[config.mk]
export PLATFORM = sky130hd
export DESIGN_NAME = gport_ctrl
export DESIGN_NICKNAME = d
export VERILOG_FILES = /design/src/hw/gport_pkg.sv /design/src/hw/gport_ctrl.sv /design/src/hw/pin_sync.sv /design/src/hw/xlate_buffer.sv
export SDC_FILE = /design/constraint.sdc
export NUM_CORES = 1
export LEC_CHECK = 0
export ABC_AREA = 0
export ABC_CLOCK_PERIOD_IN_PS = 5850
export BUFFER_PORTS_ARGS = -buffer_cell sky130_fd_sc_hd__buf_4
export CAP_MARGIN = 20
export CORE_ASPECT_RATIO = 1.4
export CORE_UTILIZATION = 60
export CTS_CLUSTER_DIAMETER = 30
export DETAILED_ROUTE_END_ITERATION = 8
export GPL_TIMING_DRIVEN = 0
export PLACE_DENSITY = 0.81
export SYNTH_ARGS = -nofsm -noshare
export SYNTH_HDL_FRONTEND = slang
export SYNTH_SLANG_ARGS = --single-unit
[constraint.sdc]
create_clock -name mclk -period 5.85 [get_ports mclk]
set_input_delay 0.585 -clock mclk [delete_from_list [all_inputs] [get_ports mclk]]
set_output_delay 0.585 -clock mclk [all_outputs]
set_load 0.01 [all_outputs]
[src/hw/gport_pkg.sv]
// Constants, types and rate decoding shared by the graphics port control block
package gport_pkg;

	// Register byte offsets
	localparam logic [7:0] OFS_STATUS = 8'hA4;
	localparam logic [7:0] OFS_COMMAND = 8'hA8;
	localparam logic [7:0] OFS_CONTROL = 8'hB0;
	localparam logic [7:0] OFS_ACTIVITY = 8'hC0;

	// Field positions
	localparam int CMD_SBA_EN_BIT = 9;
	localparam int CMD_PORT_EN_BIT = 8;
	localparam int CMD_FW_EN_BIT = 4;
	localparam int CMD_RATE_LSB = 0;
	localparam int CTL_XB_EN_BIT = 7;
	localparam int CTL_OVR_BIT = 0;
	localparam int STS_QUEUE_LSB = 24;
	localparam int STS_SBA_BIT = 9;
	localparam int STS_FW_BIT = 4;
	localparam int ACT_SBA_LSB = 8;
	localparam int ACT_IGN_LSB = 16;
	localparam int ACT_BUSY_BIT = 24;

	// Reset values and writable masks
	localparam logic [31:0] CMD_RESET = 32'h0000_0000;
	localparam logic [31:0] CTL_RESET = 32'h0000_0000;
	localparam logic [31:0] CMD_WMASK = 32'h0000_0317;
	localparam logic [31:0] CTL_WMASK = 32'h0000_0081;

	// Status contents
	localparam logic [7:0] STS_QUEUE = 8'h1F;
	localparam logic [2:0] RATE_ALL = 3'h7;
	localparam logic [2:0] RATE_ONE = 3'h1;
	localparam logic [2:0] RATE_TWO = 3'h2;
	localparam logic [2:0] RATE_FOUR = 3'h4;

	// Cycle counts
	localparam logic [7:0] OP_SERVICE_CYCLES = 8'h08;
	localparam logic [7:0] SBA_BEATS_1X = 8'h02;
	localparam logic [7:0] SBA_BEATS_FAST = 8'h01;

	// Translation buffer geometry
	localparam int XB_ENTRIES = 8;
	localparam int XB_IDX_W = 3;
	localparam int XB_TAG_W = 20;
	localparam int XB_FRAME_W = 20;

	typedef enum logic [1:0] {
		RATE_1X = 2'b00,
		RATE_2X = 2'b01,
		RATE_4X = 2'b11
	} rate_t;

	typedef enum logic [1:0] {
		OP_IDLE = 2'b00,
		OP_DELIVER = 2'b01,
		OP_SERVE = 2'b11,
		OP_DONE = 2'b10
	} op_state_t;

	// Waitrequest is the state bit itself
	typedef enum logic {
		BUS_ANSWER = 1'b0,
		BUS_WAIT = 1'b1
	} bus_state_t;

	// Illegal codes fall back to the slowest rate
	function automatic rate_t rate_decode(input logic [2:0] code);
		rate_t r;
		r = RATE_1X;
		if (code == RATE_TWO) begin
			r = RATE_2X;
		end else if (code == RATE_FOUR) begin
			r = RATE_4X;
		end
		return r;
	endfunction : rate_decode

	function automatic logic [2:0] rate_code(input rate_t r);
		logic [2:0] c;
		c = RATE_ONE;
		if (r == RATE_2X) begin
			c = RATE_TWO;
		end else if (r == RATE_4X) begin
			c = RATE_FOUR;
		end
		return c;
	endfunction : rate_code

endpackage : gport_pkg

[src/hw/gport_ctrl.sv]
// Graphics port command and control registers with operation gating and rate selection
//
// The implementer's own choice: the Avalon-MM interface to the registers.
`timescale 1ns/1ns
module gport_ctrl
	import gport_pkg::*;
(
	// Clock and reset
	input wire logic mclk,
	input wire logic srst,
	// Avalon-MM register slave
	input wire logic [7:0] avs_address,
	input wire logic avs_read,
	input wire logic avs_write,
	input wire logic [31:0] avs_writedata,
	input wire logic [3:0] avs_byteenable,
	output logic [31:0] avs_readdata,
	output logic avs_waitrequest,
	// Request pins from the graphics master
	input wire logic pipe_req_pin,
	input wire logic sba_req_pin,
	input wire logic sync_pin,
	// Operation progress
	output logic op_busy,
	output logic op_from_sba,
	output logic op_done,
	output logic sba_issue,
	output logic sync_ack,
	// Transfer rate and write protocol
	output logic [2:0] ad_rate,
	output logic [2:0] sba_rate,
	output logic write_fast,
	output logic [2:0] fw_rate,
	// Translation buffer access
	input wire logic xl_fill_req,
	input wire logic [XB_TAG_W-1:0] xl_fill_tag,
	input wire logic [XB_FRAME_W-1:0] xl_fill_frame,
	input wire logic xl_lookup_req,
	input wire logic [XB_TAG_W-1:0] xl_lookup_tag,
	output logic xl_done,
	output logic xl_hit,
	output logic [XB_FRAME_W-1:0] xl_frame
);

	typedef struct packed {
		bus_state_t bus;
		logic [31:0] rdata;
		logic sba_en;
		logic port_en;
		logic fw_en;
		logic [2:0] rate;
		logic xb_en;
		logic ovr;
		logic [2:0] seen;
		op_state_t op;
		logic [7:0] cnt;
		logic op_sba;
		logic busy;
		logic done;
		logic sba_issue;
		logic sync_ack;
		logic [7:0] pipe_count;
		logic [7:0] sba_count;
		logic [7:0] ign_count;
		logic [2:0] ad_rate;
		logic [2:0] sba_rate;
		logic fast;
		logic [2:0] fw_rate;
	} ctl_state_t;

	ctl_state_t cur_ff;
	ctl_state_t nxt_cur;
	logic [2:0] pin_vec;
	logic [2:0] lvl;

	assign pin_vec = {sync_pin, sba_req_pin, pipe_req_pin};

	// One synchroniser per request pin
	genvar gi;
	generate
		for (gi = 0; gi < 3; gi++) begin : g_sync
			pin_sync u_sync (
				.mclk(mclk),
				.srst(srst),
				.pin(pin_vec[gi]),
				.level(lvl[gi])
			);
		end
	endgenerate

	xlate_buffer u_xlate (
		.mclk(mclk),
		.srst(srst),
		.enable(cur_ff.xb_en),
		.fill_req(xl_fill_req),
		.fill_tag(xl_fill_tag),
		.fill_frame(xl_fill_frame),
		.lookup_req(xl_lookup_req),
		.lookup_tag(xl_lookup_tag),
		.lookup_done(xl_done),
		.lookup_hit(xl_hit),
		.lookup_frame(xl_frame)
	);

	// Merge write data into a register under byte enables and writable mask
	function automatic logic [31:0] merge_write(
		input logic [31:0] old,
		input logic [31:0] wd,
		input logic [3:0] be,
		input logic [31:0] wmask
	);
		logic [31:0] lanes;
		lanes = {{8{be[3]}}, {8{be[2]}}, {8{be[1]}}, {8{be[0]}}};
		return ((old & ~lanes) | (wd & lanes)) & wmask;
	endfunction : merge_write

	function automatic logic [31:0] cmd_word(input ctl_state_t s);
		logic [31:0] w;
		w = CMD_RESET;
		w[CMD_SBA_EN_BIT] = s.sba_en;
		w[CMD_PORT_EN_BIT] = s.port_en;
		w[CMD_FW_EN_BIT] = s.fw_en;
		w[CMD_RATE_LSB +: 3] = s.rate;
		return w;
	endfunction : cmd_word

	function automatic logic [31:0] ctl_word(input ctl_state_t s);
		logic [31:0] w;
		w = CTL_RESET;
		w[CTL_XB_EN_BIT] = s.xb_en;
		w[CTL_OVR_BIT] = s.ovr;
		return w;
	endfunction : ctl_word

	function automatic logic [31:0] sts_word(input logic ovr);
		logic [31:0] w;
		w = '0;
		w[STS_QUEUE_LSB +: 8] = STS_QUEUE;
		w[STS_SBA_BIT] = 1'b1;
		w[STS_FW_BIT] = 1'b1;
		w[2:0] = ovr ? RATE_ONE : RATE_ALL;
		return w;
	endfunction : sts_word

	function automatic logic [31:0] act_word(input ctl_state_t s);
		logic [31:0] w;
		w = '0;
		w[7:0] = s.pipe_count;
		w[ACT_SBA_LSB +: 8] = s.sba_count;
		w[ACT_IGN_LSB +: 8] = s.ign_count;
		w[ACT_BUSY_BIT] = s.busy;
		return w;
	endfunction : act_word

	// Register selected by a bus address
	typedef enum logic [2:0] {
		SEL_NONE = 3'h0,
		SEL_STATUS = 3'h1,
		SEL_COMMAND = 3'h2,
		SEL_CONTROL = 3'h3,
		SEL_ACTIVITY = 3'h4
	} reg_sel_t;

	// Address decode shared by reads and writes
	function automatic reg_sel_t reg_decode(input logic [7:0] a);
		reg_sel_t s;
		s = SEL_NONE;
		if (a == OFS_STATUS) begin
			s = SEL_STATUS;
		end else if (a == OFS_COMMAND) begin
			s = SEL_COMMAND;
		end else if (a == OFS_CONTROL) begin
			s = SEL_CONTROL;
		end else if (a == OFS_ACTIVITY) begin
			s = SEL_ACTIVITY;
		end
		return s;
	endfunction : reg_decode

	// Delivery beats of a sideband command at the selected rate
	function automatic logic [7:0] sba_reload(input rate_t r);
		logic [7:0] n;
		n = SBA_BEATS_FAST - 8'h01;
		if (r == RATE_1X) begin
			n = SBA_BEATS_1X - 8'h01;
		end
		return n;
	endfunction : sba_reload

	always_comb begin
		logic [2:0] rise;
		logic [31:0] wcmd;
		logic [31:0] wctl;
		rate_t dec;
		reg_sel_t sel;
		logic [7:0] ign_inc;
		rise = lvl & ~cur_ff.seen;
		sel = reg_decode(avs_address);
		ign_inc = 8'h00;
		wcmd = '0;
		wctl = '0;
		dec = rate_decode(cur_ff.rate);
		nxt_cur = cur_ff;
		nxt_cur.seen = lvl;
		nxt_cur.done = 1'b0;
		nxt_cur.sba_issue = 1'b0;
		nxt_cur.sync_ack = 1'b0;

		// Register slave: one wait cycle, then answer for one cycle
		case (cur_ff.bus)
			BUS_WAIT: begin
				if (avs_read || avs_write) begin
					nxt_cur.bus = BUS_ANSWER;
				end
				nxt_cur.rdata = '0;
				if (avs_read) begin
					if (sel == SEL_STATUS) begin
						nxt_cur.rdata = sts_word(cur_ff.ovr);
					end else if (sel == SEL_COMMAND) begin
						nxt_cur.rdata = cmd_word(cur_ff);
					end else if (sel == SEL_CONTROL) begin
						nxt_cur.rdata = ctl_word(cur_ff);
					end else if (sel == SEL_ACTIVITY) begin
						nxt_cur.rdata = act_word(cur_ff);
					end
				end
			end
			BUS_ANSWER: begin
				// Read data stand for the answer cycle only
				nxt_cur.bus = BUS_WAIT;
				nxt_cur.rdata = '0;
				if (avs_write) begin
					if (sel == SEL_COMMAND) begin
						wcmd = merge_write(cmd_word(cur_ff), avs_writedata,
							avs_byteenable, CMD_WMASK);
						nxt_cur.sba_en = wcmd[CMD_SBA_EN_BIT];
						nxt_cur.port_en = wcmd[CMD_PORT_EN_BIT];
						nxt_cur.fw_en = wcmd[CMD_FW_EN_BIT];
						nxt_cur.rate = wcmd[CMD_RATE_LSB +: 3];
					end else if (sel == SEL_CONTROL) begin
						wctl = merge_write(ctl_word(cur_ff), avs_writedata,
							avs_byteenable, CTL_WMASK);
						nxt_cur.xb_en = wctl[CTL_XB_EN_BIT];
						nxt_cur.ovr = wctl[CTL_OVR_BIT];
					end
				end
			end
			default: begin
				nxt_cur.bus = BUS_WAIT;
			end
		endcase

		// Sync cycles are answered only while the port is enabled
		if (rise[2]) begin
			if (cur_ff.port_en) begin
				nxt_cur.sync_ack = 1'b1;
			end else begin
				ign_inc = ign_inc + 8'h01;
			end
		end

		// Port operation sequencing
		case (cur_ff.op)
			OP_IDLE: begin
				// Pipe request wins when both rise together
				if (rise[0] && cur_ff.port_en) begin
					nxt_cur.op = OP_SERVE;
					nxt_cur.cnt = OP_SERVICE_CYCLES - 8'h01;
					nxt_cur.busy = 1'b1;
					nxt_cur.op_sba = 1'b0;
					nxt_cur.pipe_count = cur_ff.pipe_count + 8'h01;
				end else if (rise[1] && cur_ff.port_en && cur_ff.sba_en) begin
					nxt_cur.op = OP_DELIVER;
					nxt_cur.cnt = sba_reload(dec);
					nxt_cur.busy = 1'b1;
					nxt_cur.op_sba = 1'b1;
					nxt_cur.sba_count = cur_ff.sba_count + 8'h01;
				end else if (rise[0] || rise[1]) begin
					ign_inc = ign_inc + 8'h01;
				end
			end
			OP_DELIVER: begin
				// Enable is no longer looked at once delivery has begun
				if (cur_ff.cnt == 8'h00) begin
					nxt_cur.sba_issue = 1'b1;
					nxt_cur.op = OP_SERVE;
					nxt_cur.cnt = OP_SERVICE_CYCLES - 8'h01;
				end else begin
					nxt_cur.cnt = cur_ff.cnt - 8'h01;
				end
			end
			OP_SERVE: begin
				if (cur_ff.cnt == 8'h00) begin
					nxt_cur.op = OP_DONE;
					nxt_cur.done = 1'b1;
				end else begin
					nxt_cur.cnt = cur_ff.cnt - 8'h01;
				end
			end
			OP_DONE: begin
				nxt_cur.op = OP_IDLE;
				nxt_cur.busy = 1'b0;
				nxt_cur.op_sba = 1'b0;
			end
			default: begin
				nxt_cur.op = OP_IDLE;
				nxt_cur.busy = 1'b0;
			end
		endcase

		// A sync and an op request may both be ignored in one cycle
		nxt_cur.ign_count = cur_ff.ign_count + ign_inc;

		// Rate applies to both buses and to fast writes
		nxt_cur.ad_rate = rate_code(dec);
		nxt_cur.sba_rate = rate_code(dec);
		nxt_cur.fast = cur_ff.fw_en && (dec != RATE_1X);
		nxt_cur.fw_rate = nxt_cur.fast ? rate_code(dec) : 3'h0;
	end

	always_ff @(posedge mclk) begin
		if (srst) begin
			cur_ff <= '0;
			cur_ff.bus <= BUS_WAIT;
			// AD and sideband rate outputs idle at 1X; fw_rate resets to 0
			cur_ff.ad_rate <= RATE_ONE;
			cur_ff.sba_rate <= RATE_ONE;
		end else begin
			cur_ff <= nxt_cur;
		end
	end

	assign avs_readdata = cur_ff.rdata;
	assign avs_waitrequest = cur_ff.bus;
	assign op_busy = cur_ff.busy;
	assign op_from_sba = cur_ff.op_sba;
	assign op_done = cur_ff.done;
	assign sba_issue = cur_ff.sba_issue;
	assign sync_ack = cur_ff.sync_ack;
	assign ad_rate = cur_ff.ad_rate;
	assign sba_rate = cur_ff.sba_rate;
	assign write_fast = cur_ff.fast;
	assign fw_rate = cur_ff.fw_rate;

endmodule : gport_ctrl

[src/hw/pin_sync.sv]
// Three-stage synchroniser that accepts a new level once stages two and three agree
`timescale 1ns/1ns
module pin_sync
	import gport_pkg::*;
(
	// Clock and reset
	input wire logic mclk,
	input wire logic srst,
	// Asynchronous pin and its settled level
	input wire logic pin,
	output logic level
);

	typedef struct packed {
		logic f1;
		logic f2;
		logic f3;
		logic level;
	} sync_state_t;

	sync_state_t cur_ff;
	sync_state_t nxt_cur;

	always_comb begin
		nxt_cur = cur_ff;
		nxt_cur.f1 = pin;
		nxt_cur.f2 = cur_ff.f1;
		nxt_cur.f3 = cur_ff.f2;
		if (cur_ff.f2 == cur_ff.f3) begin
			nxt_cur.level = cur_ff.f3;
		end
	end

	always_ff @(posedge mclk) begin
		if (srst) begin
			cur_ff <= '0;
		end else begin
			cur_ff <= nxt_cur;
		end
	end

	assign level = cur_ff.level;

endmodule : pin_sync

[src/hw/xlate_buffer.sv]
// Direct-mapped graphics translation buffer with registered lookup result
`timescale 1ns/1ns
module xlate_buffer
	import gport_pkg::*;
(
	// Clock and reset
	input wire logic mclk,
	input wire logic srst,
	// Control
	input wire logic enable,
	// Fill
	input wire logic fill_req,
	input wire logic [XB_TAG_W-1:0] fill_tag,
	input wire logic [XB_FRAME_W-1:0] fill_frame,
	// Lookup
	input wire logic lookup_req,
	input wire logic [XB_TAG_W-1:0] lookup_tag,
	output logic lookup_done,
	output logic lookup_hit,
	output logic [XB_FRAME_W-1:0] lookup_frame
);

	typedef struct packed {
		logic [XB_ENTRIES-1:0] valid;
		logic [XB_ENTRIES-1:0][XB_TAG_W-1:0] tag;
		logic [XB_ENTRIES-1:0][XB_FRAME_W-1:0] frame;
		logic done;
		logic hit;
		logic [XB_FRAME_W-1:0] frame_out;
	} xb_state_t;

	xb_state_t cur_ff;
	xb_state_t nxt_cur;

	always_comb begin
		logic [XB_IDX_W-1:0] fidx;
		logic [XB_IDX_W-1:0] lidx;
		fidx = fill_tag[XB_IDX_W-1:0];
		lidx = lookup_tag[XB_IDX_W-1:0];
		nxt_cur = cur_ff;
		nxt_cur.done = lookup_req;
		nxt_cur.hit = 1'b0;
		nxt_cur.frame_out = '0;
		if (!enable) begin
			nxt_cur.valid = '0;
		end else begin
			if (lookup_req && cur_ff.valid[lidx] && cur_ff.tag[lidx] == lookup_tag) begin
				nxt_cur.hit = 1'b1;
				nxt_cur.frame_out = cur_ff.frame[lidx];
			end
			if (fill_req) begin
				nxt_cur.valid[fidx] = 1'b1;
				nxt_cur.tag[fidx] = fill_tag;
				nxt_cur.frame[fidx] = fill_frame;
			end
		end
	end

	always_ff @(posedge mclk) begin
		if (srst) begin
			cur_ff <= '0;
		end else begin
			cur_ff <= nxt_cur;
		end
	end

	assign lookup_done = cur_ff.done;
	assign lookup_hit = cur_ff.hit;
	assign lookup_frame = cur_ff.frame_out;

endmodule : xlate_buffer

==> impl_metrics.py, run 1 <==
metrics = {
    "floorplanning": {
        "std_cell_rows": 76,
        "die_w_um": 151.0,
        "initial_core_util": 0.6071,
        "coreArea_um2": 30710,
        "num_io_pins": 183,
        "die_y_um": 210.6,
        "die_area_um2": 31800,
    },
    "clocking": {
        "cts.repair.resized": 0,
        "clkTransAtPathRegs_ns": 0.06,
        "ctsHoldBuffers": 0,
        "clock-root-buffer": "clkbuf_16",
        "insertion_delay_ns": 0.62,
        "cts_tree": "built",
        "clkSinkCount": 446,
        "cts_inserted_buffers": 60,
        "cts.path.max_buffers": 3,
        "post_cts.repair.setup_buffers": 0,
        "cts_max_level": 2,
    },
    "worst_setup_path": {
        "required_ns": 6.30,
        "arrival_ns": 3.81,
        "path_max_fanout": 10,
        "crit_path_start_kind": "primary input",
        "endpoint_kind": "register",
        "worstSetupPathType": "in -> reg",
    },
    "detailed_routing": {
        "vias": 16650,
        "ant_nets": 0,
        "wl_um": 56200,
        "wl_per_cell_um": 20.18,
        "dr.first_iter.drc_count": 1643,
        "vias_per_cell": 5.978,
        "dr.pass1.iters": 6,
        "drc": 0,
    },
    "yosys": {
        "async_flop_share": 0,
        "synth_top_area_share": 0.4788,
        "synth_warnings": 0,
        "synth_cell_types": 59,
        "yosysSeqAreaShare": 0.4788,
        "ys_top_cells_by_area": "dfxtp_1, nand2_1, a21oi_1, mux4_2, mux2i_1",
        "yosys-top-cells-count": "nand2_1, dfxtp_1, a21oi_1",
        "avgSynthCellArea_um2": 8.617,
        "synth_edf_count": 0,
        "syn_inst": 2164,
        "yosys.area.top_type": "dfxtp_1",
        "yosysMostFrequentCell": "nand2_1",
        "synthFlopType": "dfxtp_1",
        "syn_area_um2": 18650,
        "ys_ff_latch": 446,
    },
    "grt": {
        "met2_usage": 0.5966,
        "grtUsageMet3": 0.07403,
        "antenna_found_initial": 1,
        "grt_use_total": 0.3536,
        "grt_overflow": 0,
        "grt_use_met1": 0.3951,
        "grt_start_max_net_pins": 16,
        "grt_pass1_wl_um": 85730,
        "grt.busiest_layer": "met2",
        "grt_pass1_vias": 16420,
    },
    "sta": {
        "min_period_over_period": 0.5742,
        "setup_viol": 0,
        "rsz0062_at_grt": "false",
        "fin_ws_ns": 2.491,
        "worstMarginPinSlew_ns": 0.9354,
        "tns_ns": 0,
        "fmax_ghz": 0.2977,
        "final-hold-violation-count": 0,
        "finalMaxSlewViolations": 0,
        "slew_headroom": 0.3764,
        "period_needed_ns": 3.359,
        "worst_clock_skew_ns": 0.03314,
    },
    "pwr": {
        "vdd_ir_drop_max_mv": 0.2743,
        "power.leakage_uw": 0.008017,
        "p_per_area_nw_per_um2": 321.9,
    },
    "place": {
        "dpl-instance-area_um2": 20000,
        "pre_cts_slack_ns": 2.073,
        "gp_congestion": 0.9456,
        "portBuffers": 113,
        "place_hpwl_um": 37630,
    },
    "layout": {
        "nets": 2463,
        "final_area_um2": 22110,
        "fill_cells": 2256,
        "layout-drive-gt1-share": 0.1704,
        "syn2layout_area_growth_pct": 18.57,
    },
    "min_path": {
        "hold_class": "in -> reg",
    },
    "outcome": {
        "status": "complete, no violations",
    },
    "job": {
        "drv_cap": 0,
    },
}
registers in the layout (all words and copies together) (netlist names), 3 cells and up, named ones only:
signal / count
g_sync.u_sync.cur_ff: 9
fw_rate: 3
cur_ff: 37
u_xlate.cur_ff: 328
u_xlate.lookup_frame: 20
sba_rate: 3
g_sync.u_sync.level: 3
avs_readdata: 26
stage by stage:
stage	std cells	hold slack [ns]	power, µW	utilization
2_1_floorplan	2167	0.4138	3272	-
6_report	2785	0.2128	7118	0.7199
3_3_place_gp	2670	0.4343	3383	0.6510
4_1_cts	2784	0.1932	7112	0.7198
5_1_grt	2784	0.2045	7264	0.7198
3_5_place_dp	2670	0.4431	3386	0.6510
per-layer routing:
layer / up-vias / part of all wire
met5: - / 0
met4: 0 / 0.068
met3: 297 / 0.096
met2: 1035 / 0.49
met1: 7765 / 0.35
li1: 7551 / -
worst paths after layout:
check,from,cells after the start,to,slack [ns]
max,xl_lookup_tag[1],8,u_xlate.lookup_frame[3],2.49
min,avs_write,2,avs_waitrequest,0.21
max reg2reg,u_xlate.cur_ff[248],7,u_xlate.lookup_frame[3],2.56
min reg2reg,u_xlate.cur_ff[162],2,u_xlate.cur_ff[162],0.45
logic make-up (layout without fill, tap and decap cells):
| logic type | Yosys count | count (layout) | synth area share |
|---|---|---|---|
| AOI/OAI and AO/OA | 400 | 400 | 0.1264 |
| DFF | 446 | 446 | 0.4788 |
| other | 1 | 5 | 0.0002011 |
| muxes | 112 | 112 | 0.09997 |
| buffers and inverters | 260 | 487 | 0.07079 |
| xor gates and xnor gates | 33 | 33 | 0.01550 |
| and+or+nand+nor | 904 | 904 | 0.2026 |
| adders and majority gates | 8 | 8 | 0.005770 |
cells in the final DEF, fill, tap and decap left out, types with 10 or more instances in the layout:
cell type / instances
nand2_1: 676
dfxtp_1: 446
a21oi_1: 316
buf_4: 175
clkbuf_1: 132
nor2_1: 86
clkbuf_16: 61
mux2i_1: 55
mux4_2: 49
clkbuf_2: 28
nor2b_1: 25
xor2_1: 20
inv_1: 19
and2_1: 19
a22oi_1: 18
a2111oi_2: 18
o21ai_0: 16
nand3_1: 15
and3_1: 14
nor3b_1: 14
xnor2_1: 13
inv_6: 13
nor3_1: 12
buf_2: 11
clkinv_4: 11
nand4_1: 10
worst max-delay path: stages:
cell       delay [ns]
buf_4            0.12
buf_1            0.65
mux2i_1          0.39
xor2_1           0.33
o221ai_1         0.30
or3b_1           0.54
clkbuf_1         0.41
a2111oi_2        0.48
report_power, final:
group	internal (µW)	total, µW	switching (µW)
registers	3040	3040	1.79
clock network	2260	3790	1530
logic	89.6	286	197
cell type report:
cell class	count	area (µm²)	share of cell area
antenna	1	2.502	0.0001132
buffer	241	1249	0.05648
clock buffer	64	1558	0.07045
clock inverter	50	554.3	0.02507
inverter	19	71.32	0.003226
multi-input combinational	1461	8411	0.3804
sequential	446	8929	0.4038
tap	390	488.0	0.02207
timing repair buffer	113	848.3	0.03837
No activity file was read; power rests on OpenSTA's default activity.
==> run 2: changes to the inputs <==
ABC_CLOCK_PERIOD_IN_PS = 3200   (was 5850)
CORE_UTILIZATION = 59   (was 60)
PLACE_DENSITY = 0.8   (was 0.81)
clock period = 3.2 ns   (was 5.85 ns; I/O delays follow)
==> impl_metrics.py, run 2 (synthesis results as in run 1) <==
metrics = {
    "place": {
        "portBuffers": 113,
        "dpl-instance-area_um2": 20000,
        "dpl.cell_count": 2670,
        "gp_congestion": 0.9737,
        "pre_cts_slack_ns": -0.3686,
        "place_hpwl_um": 38160,
    },
    "grt": {
        "grt_pass1_vias": 17120,
        "grt_start_max_net_pins": 14,
        "antenna_found_initial": 1,
        "grt_overflow": 0,
        "grt_use_total": 0.3560,
        "grt_pass1_wl_um": 88540,
    },
    "clocking": {
        "clock-root-buffer": "clkbuf_16",
        "insertion_delay_ns": 0.60,
        "cts_tree": "built",
        "cts_inserted_buffers": 66,
        "clkTransAtPathRegs_ns": 0.06,
        "cts_max_level": 3,
        "clkSinkCount": 446,
        "cts.path.max_buffers": 3,
    },
    "layout": {
        "largest_reg_flops": 328,
        "multi_input_area_um2": 8419,
        "top_register": "u_xlate.cur_ff",
        "nets": 2482,
        "final_cell_count_no_fill": 2803,
        "syn2layout_area_growth_pct": 19.91,
        "ff_latch_area_um2": 8929,
        "fill_cells": 2254,
        "final_cell_mix": "nand2_1, dfxtp_1, a21oi_1",
        "final_area_um2": 22360,
        "layout-drive-gt1-share": 0.1696,
        "final_common_cell": "nand2_1",
    },
    "detailed_routing": {
        "ant_nets": 0,
        "dr.first_iter.drc_count": 1770,
        "wl_um": 57140,
        "vias_per_cell": 6.011,
        "wl_per_cell_um": 20.38,
        "drc": 36,
        "vias": 16850,
        "dr.pass1.iters": 8,
    },
    "sta": {
        "rsz0062_at_grt": "false",
        "fin_ws_ns": 0.1073,
        "final-hold-violation-count": 0,
        "setup_viol": 0,
        "whs_ns": 0.03529,
        "worstMarginPinSlew_ns": 0.9860,
        "slew_headroom": 0.3426,
        "min_period_over_period": 0.9665,
        "fmax_ghz": 0.3233,
        "finalMaxSlewViolations": 0,
        "period_needed_ns": 3.093,
        "worst_clock_skew_ns": 0.02471,
    },
    "worst_setup_path": {
        "arrival_ns": 3.54,
        "r2r-start": "u_xlate.cur_ff[248]",
        "path_max_fanout": 10,
        "startpoint": "u_xlate.cur_ff[248]",
        "required_ns": 3.65,
        "crit_path_start_kind": "register",
        "endpoint_kind": "register",
        "worstSetupPathType": "reg -> reg",
    },
    "floorplanning": {
        "coreArea_um2": 30900,
        "die_area_um2": 32330,
        "die_y_um": 212.4,
        "initial_core_util": 0.6034,
        "die_w_um": 152.3,
        "num_io_pins": 183,
        "std_cell_rows": 76,
    },
    "outcome": {
        "status": "finished, violations left",
        "violations": "DRC",
    },
    "pwr": {
        "vdd_ir_drop_max_mv": 0.6289,
        "power.leakage_uw": 0.008123,
        "totalPowerFinal_uw": 13340,
        "p_per_area_nw_per_um2": 596.5,
    },
    "min_path": {
        "min_from": "xl_fill_tag[2]",
        "hold_class": "in -> reg",
    },
    "job": {
        "drv_cap": 0,
    },
}
-- run 2: worst paths after layout --
check / end / slack [ns] / depth (start not counted)
worst max-delay path: u_xlate.lookup_frame[4] / 0.11 / 7
worst min-delay path: u_xlate.cur_ff[346] / 0.04 / 3
worst max register to register: u_xlate.lookup_frame[4] / 0.11 / 7
worst min register to register: g_sync[2].u_sync.cur_ff[2] / 0.44 / 1
-- run 2: layout make-up --
cell class              instances  area share
diodes                          1   0.0001119
plain buffers                 241     0.05590
clock buffers                  80     0.07985
clock inverters                39     0.01953
inverters                      19    0.003190
multi-input cells            1461      0.3765
flip-flops and latches        446      0.3993
well taps                     390     0.02182
repair buffers                126     0.04376
-- run 2: repair_timing --
item                                    CTS  global route
endpoints found under the setup margin    1            17
hold buffers                             13             0
gates cloned                              0             0
endpoints found under the hold margin    13             0
resized for setup                         2             1
setup buffers                             0             0
-- run 2: routing by layer --
metal / GRT usage / routed length (µm) / part of all wire / vias up
met4: 0.2920 / 4198 / 0.073 / 0
li1: - / - / - / 7573
met1: 0.3757 / 19250 / 0.34 / 7879
met2: 0.6115 / 27830 / 0.49 / 1089
met3: 0.08214 / 5857 / 0.10 / 307
met5: 0 / 0 / 0 / -
-- run 2: per-stage QoR --
stage	util	setup TNS (ns)
finish	0.7235	0
global route	0.7234	0
CTS	0.7232	0
detailed placement	0.6470	-4.190
global placement	0.6470	-4.925
floorplan	-	0
-- run 2: report_power, final --
| part | leakage (µW) | switching, µW | internal [µW] |
|---|---|---|---|
| Sequential | 0.00359 | 2.93 | 5560 |
| Combinational | 0.00345 | 364 | 175 |
| Clock | 0.00109 | 2720 | 4510 |
| Total | 0.00812 | 3090 | 10300 |
-- run 2: critical path: stages (launching register included) --
cell and delay [ns]:
dfxtp_1 0.30, mux4_1 0.49, mux2i_1 0.33, xor2_2 0.28, o221ai_1 0.29, or3b_1 0.54, clkbuf_2 0.33, a2111oi_2 0.39
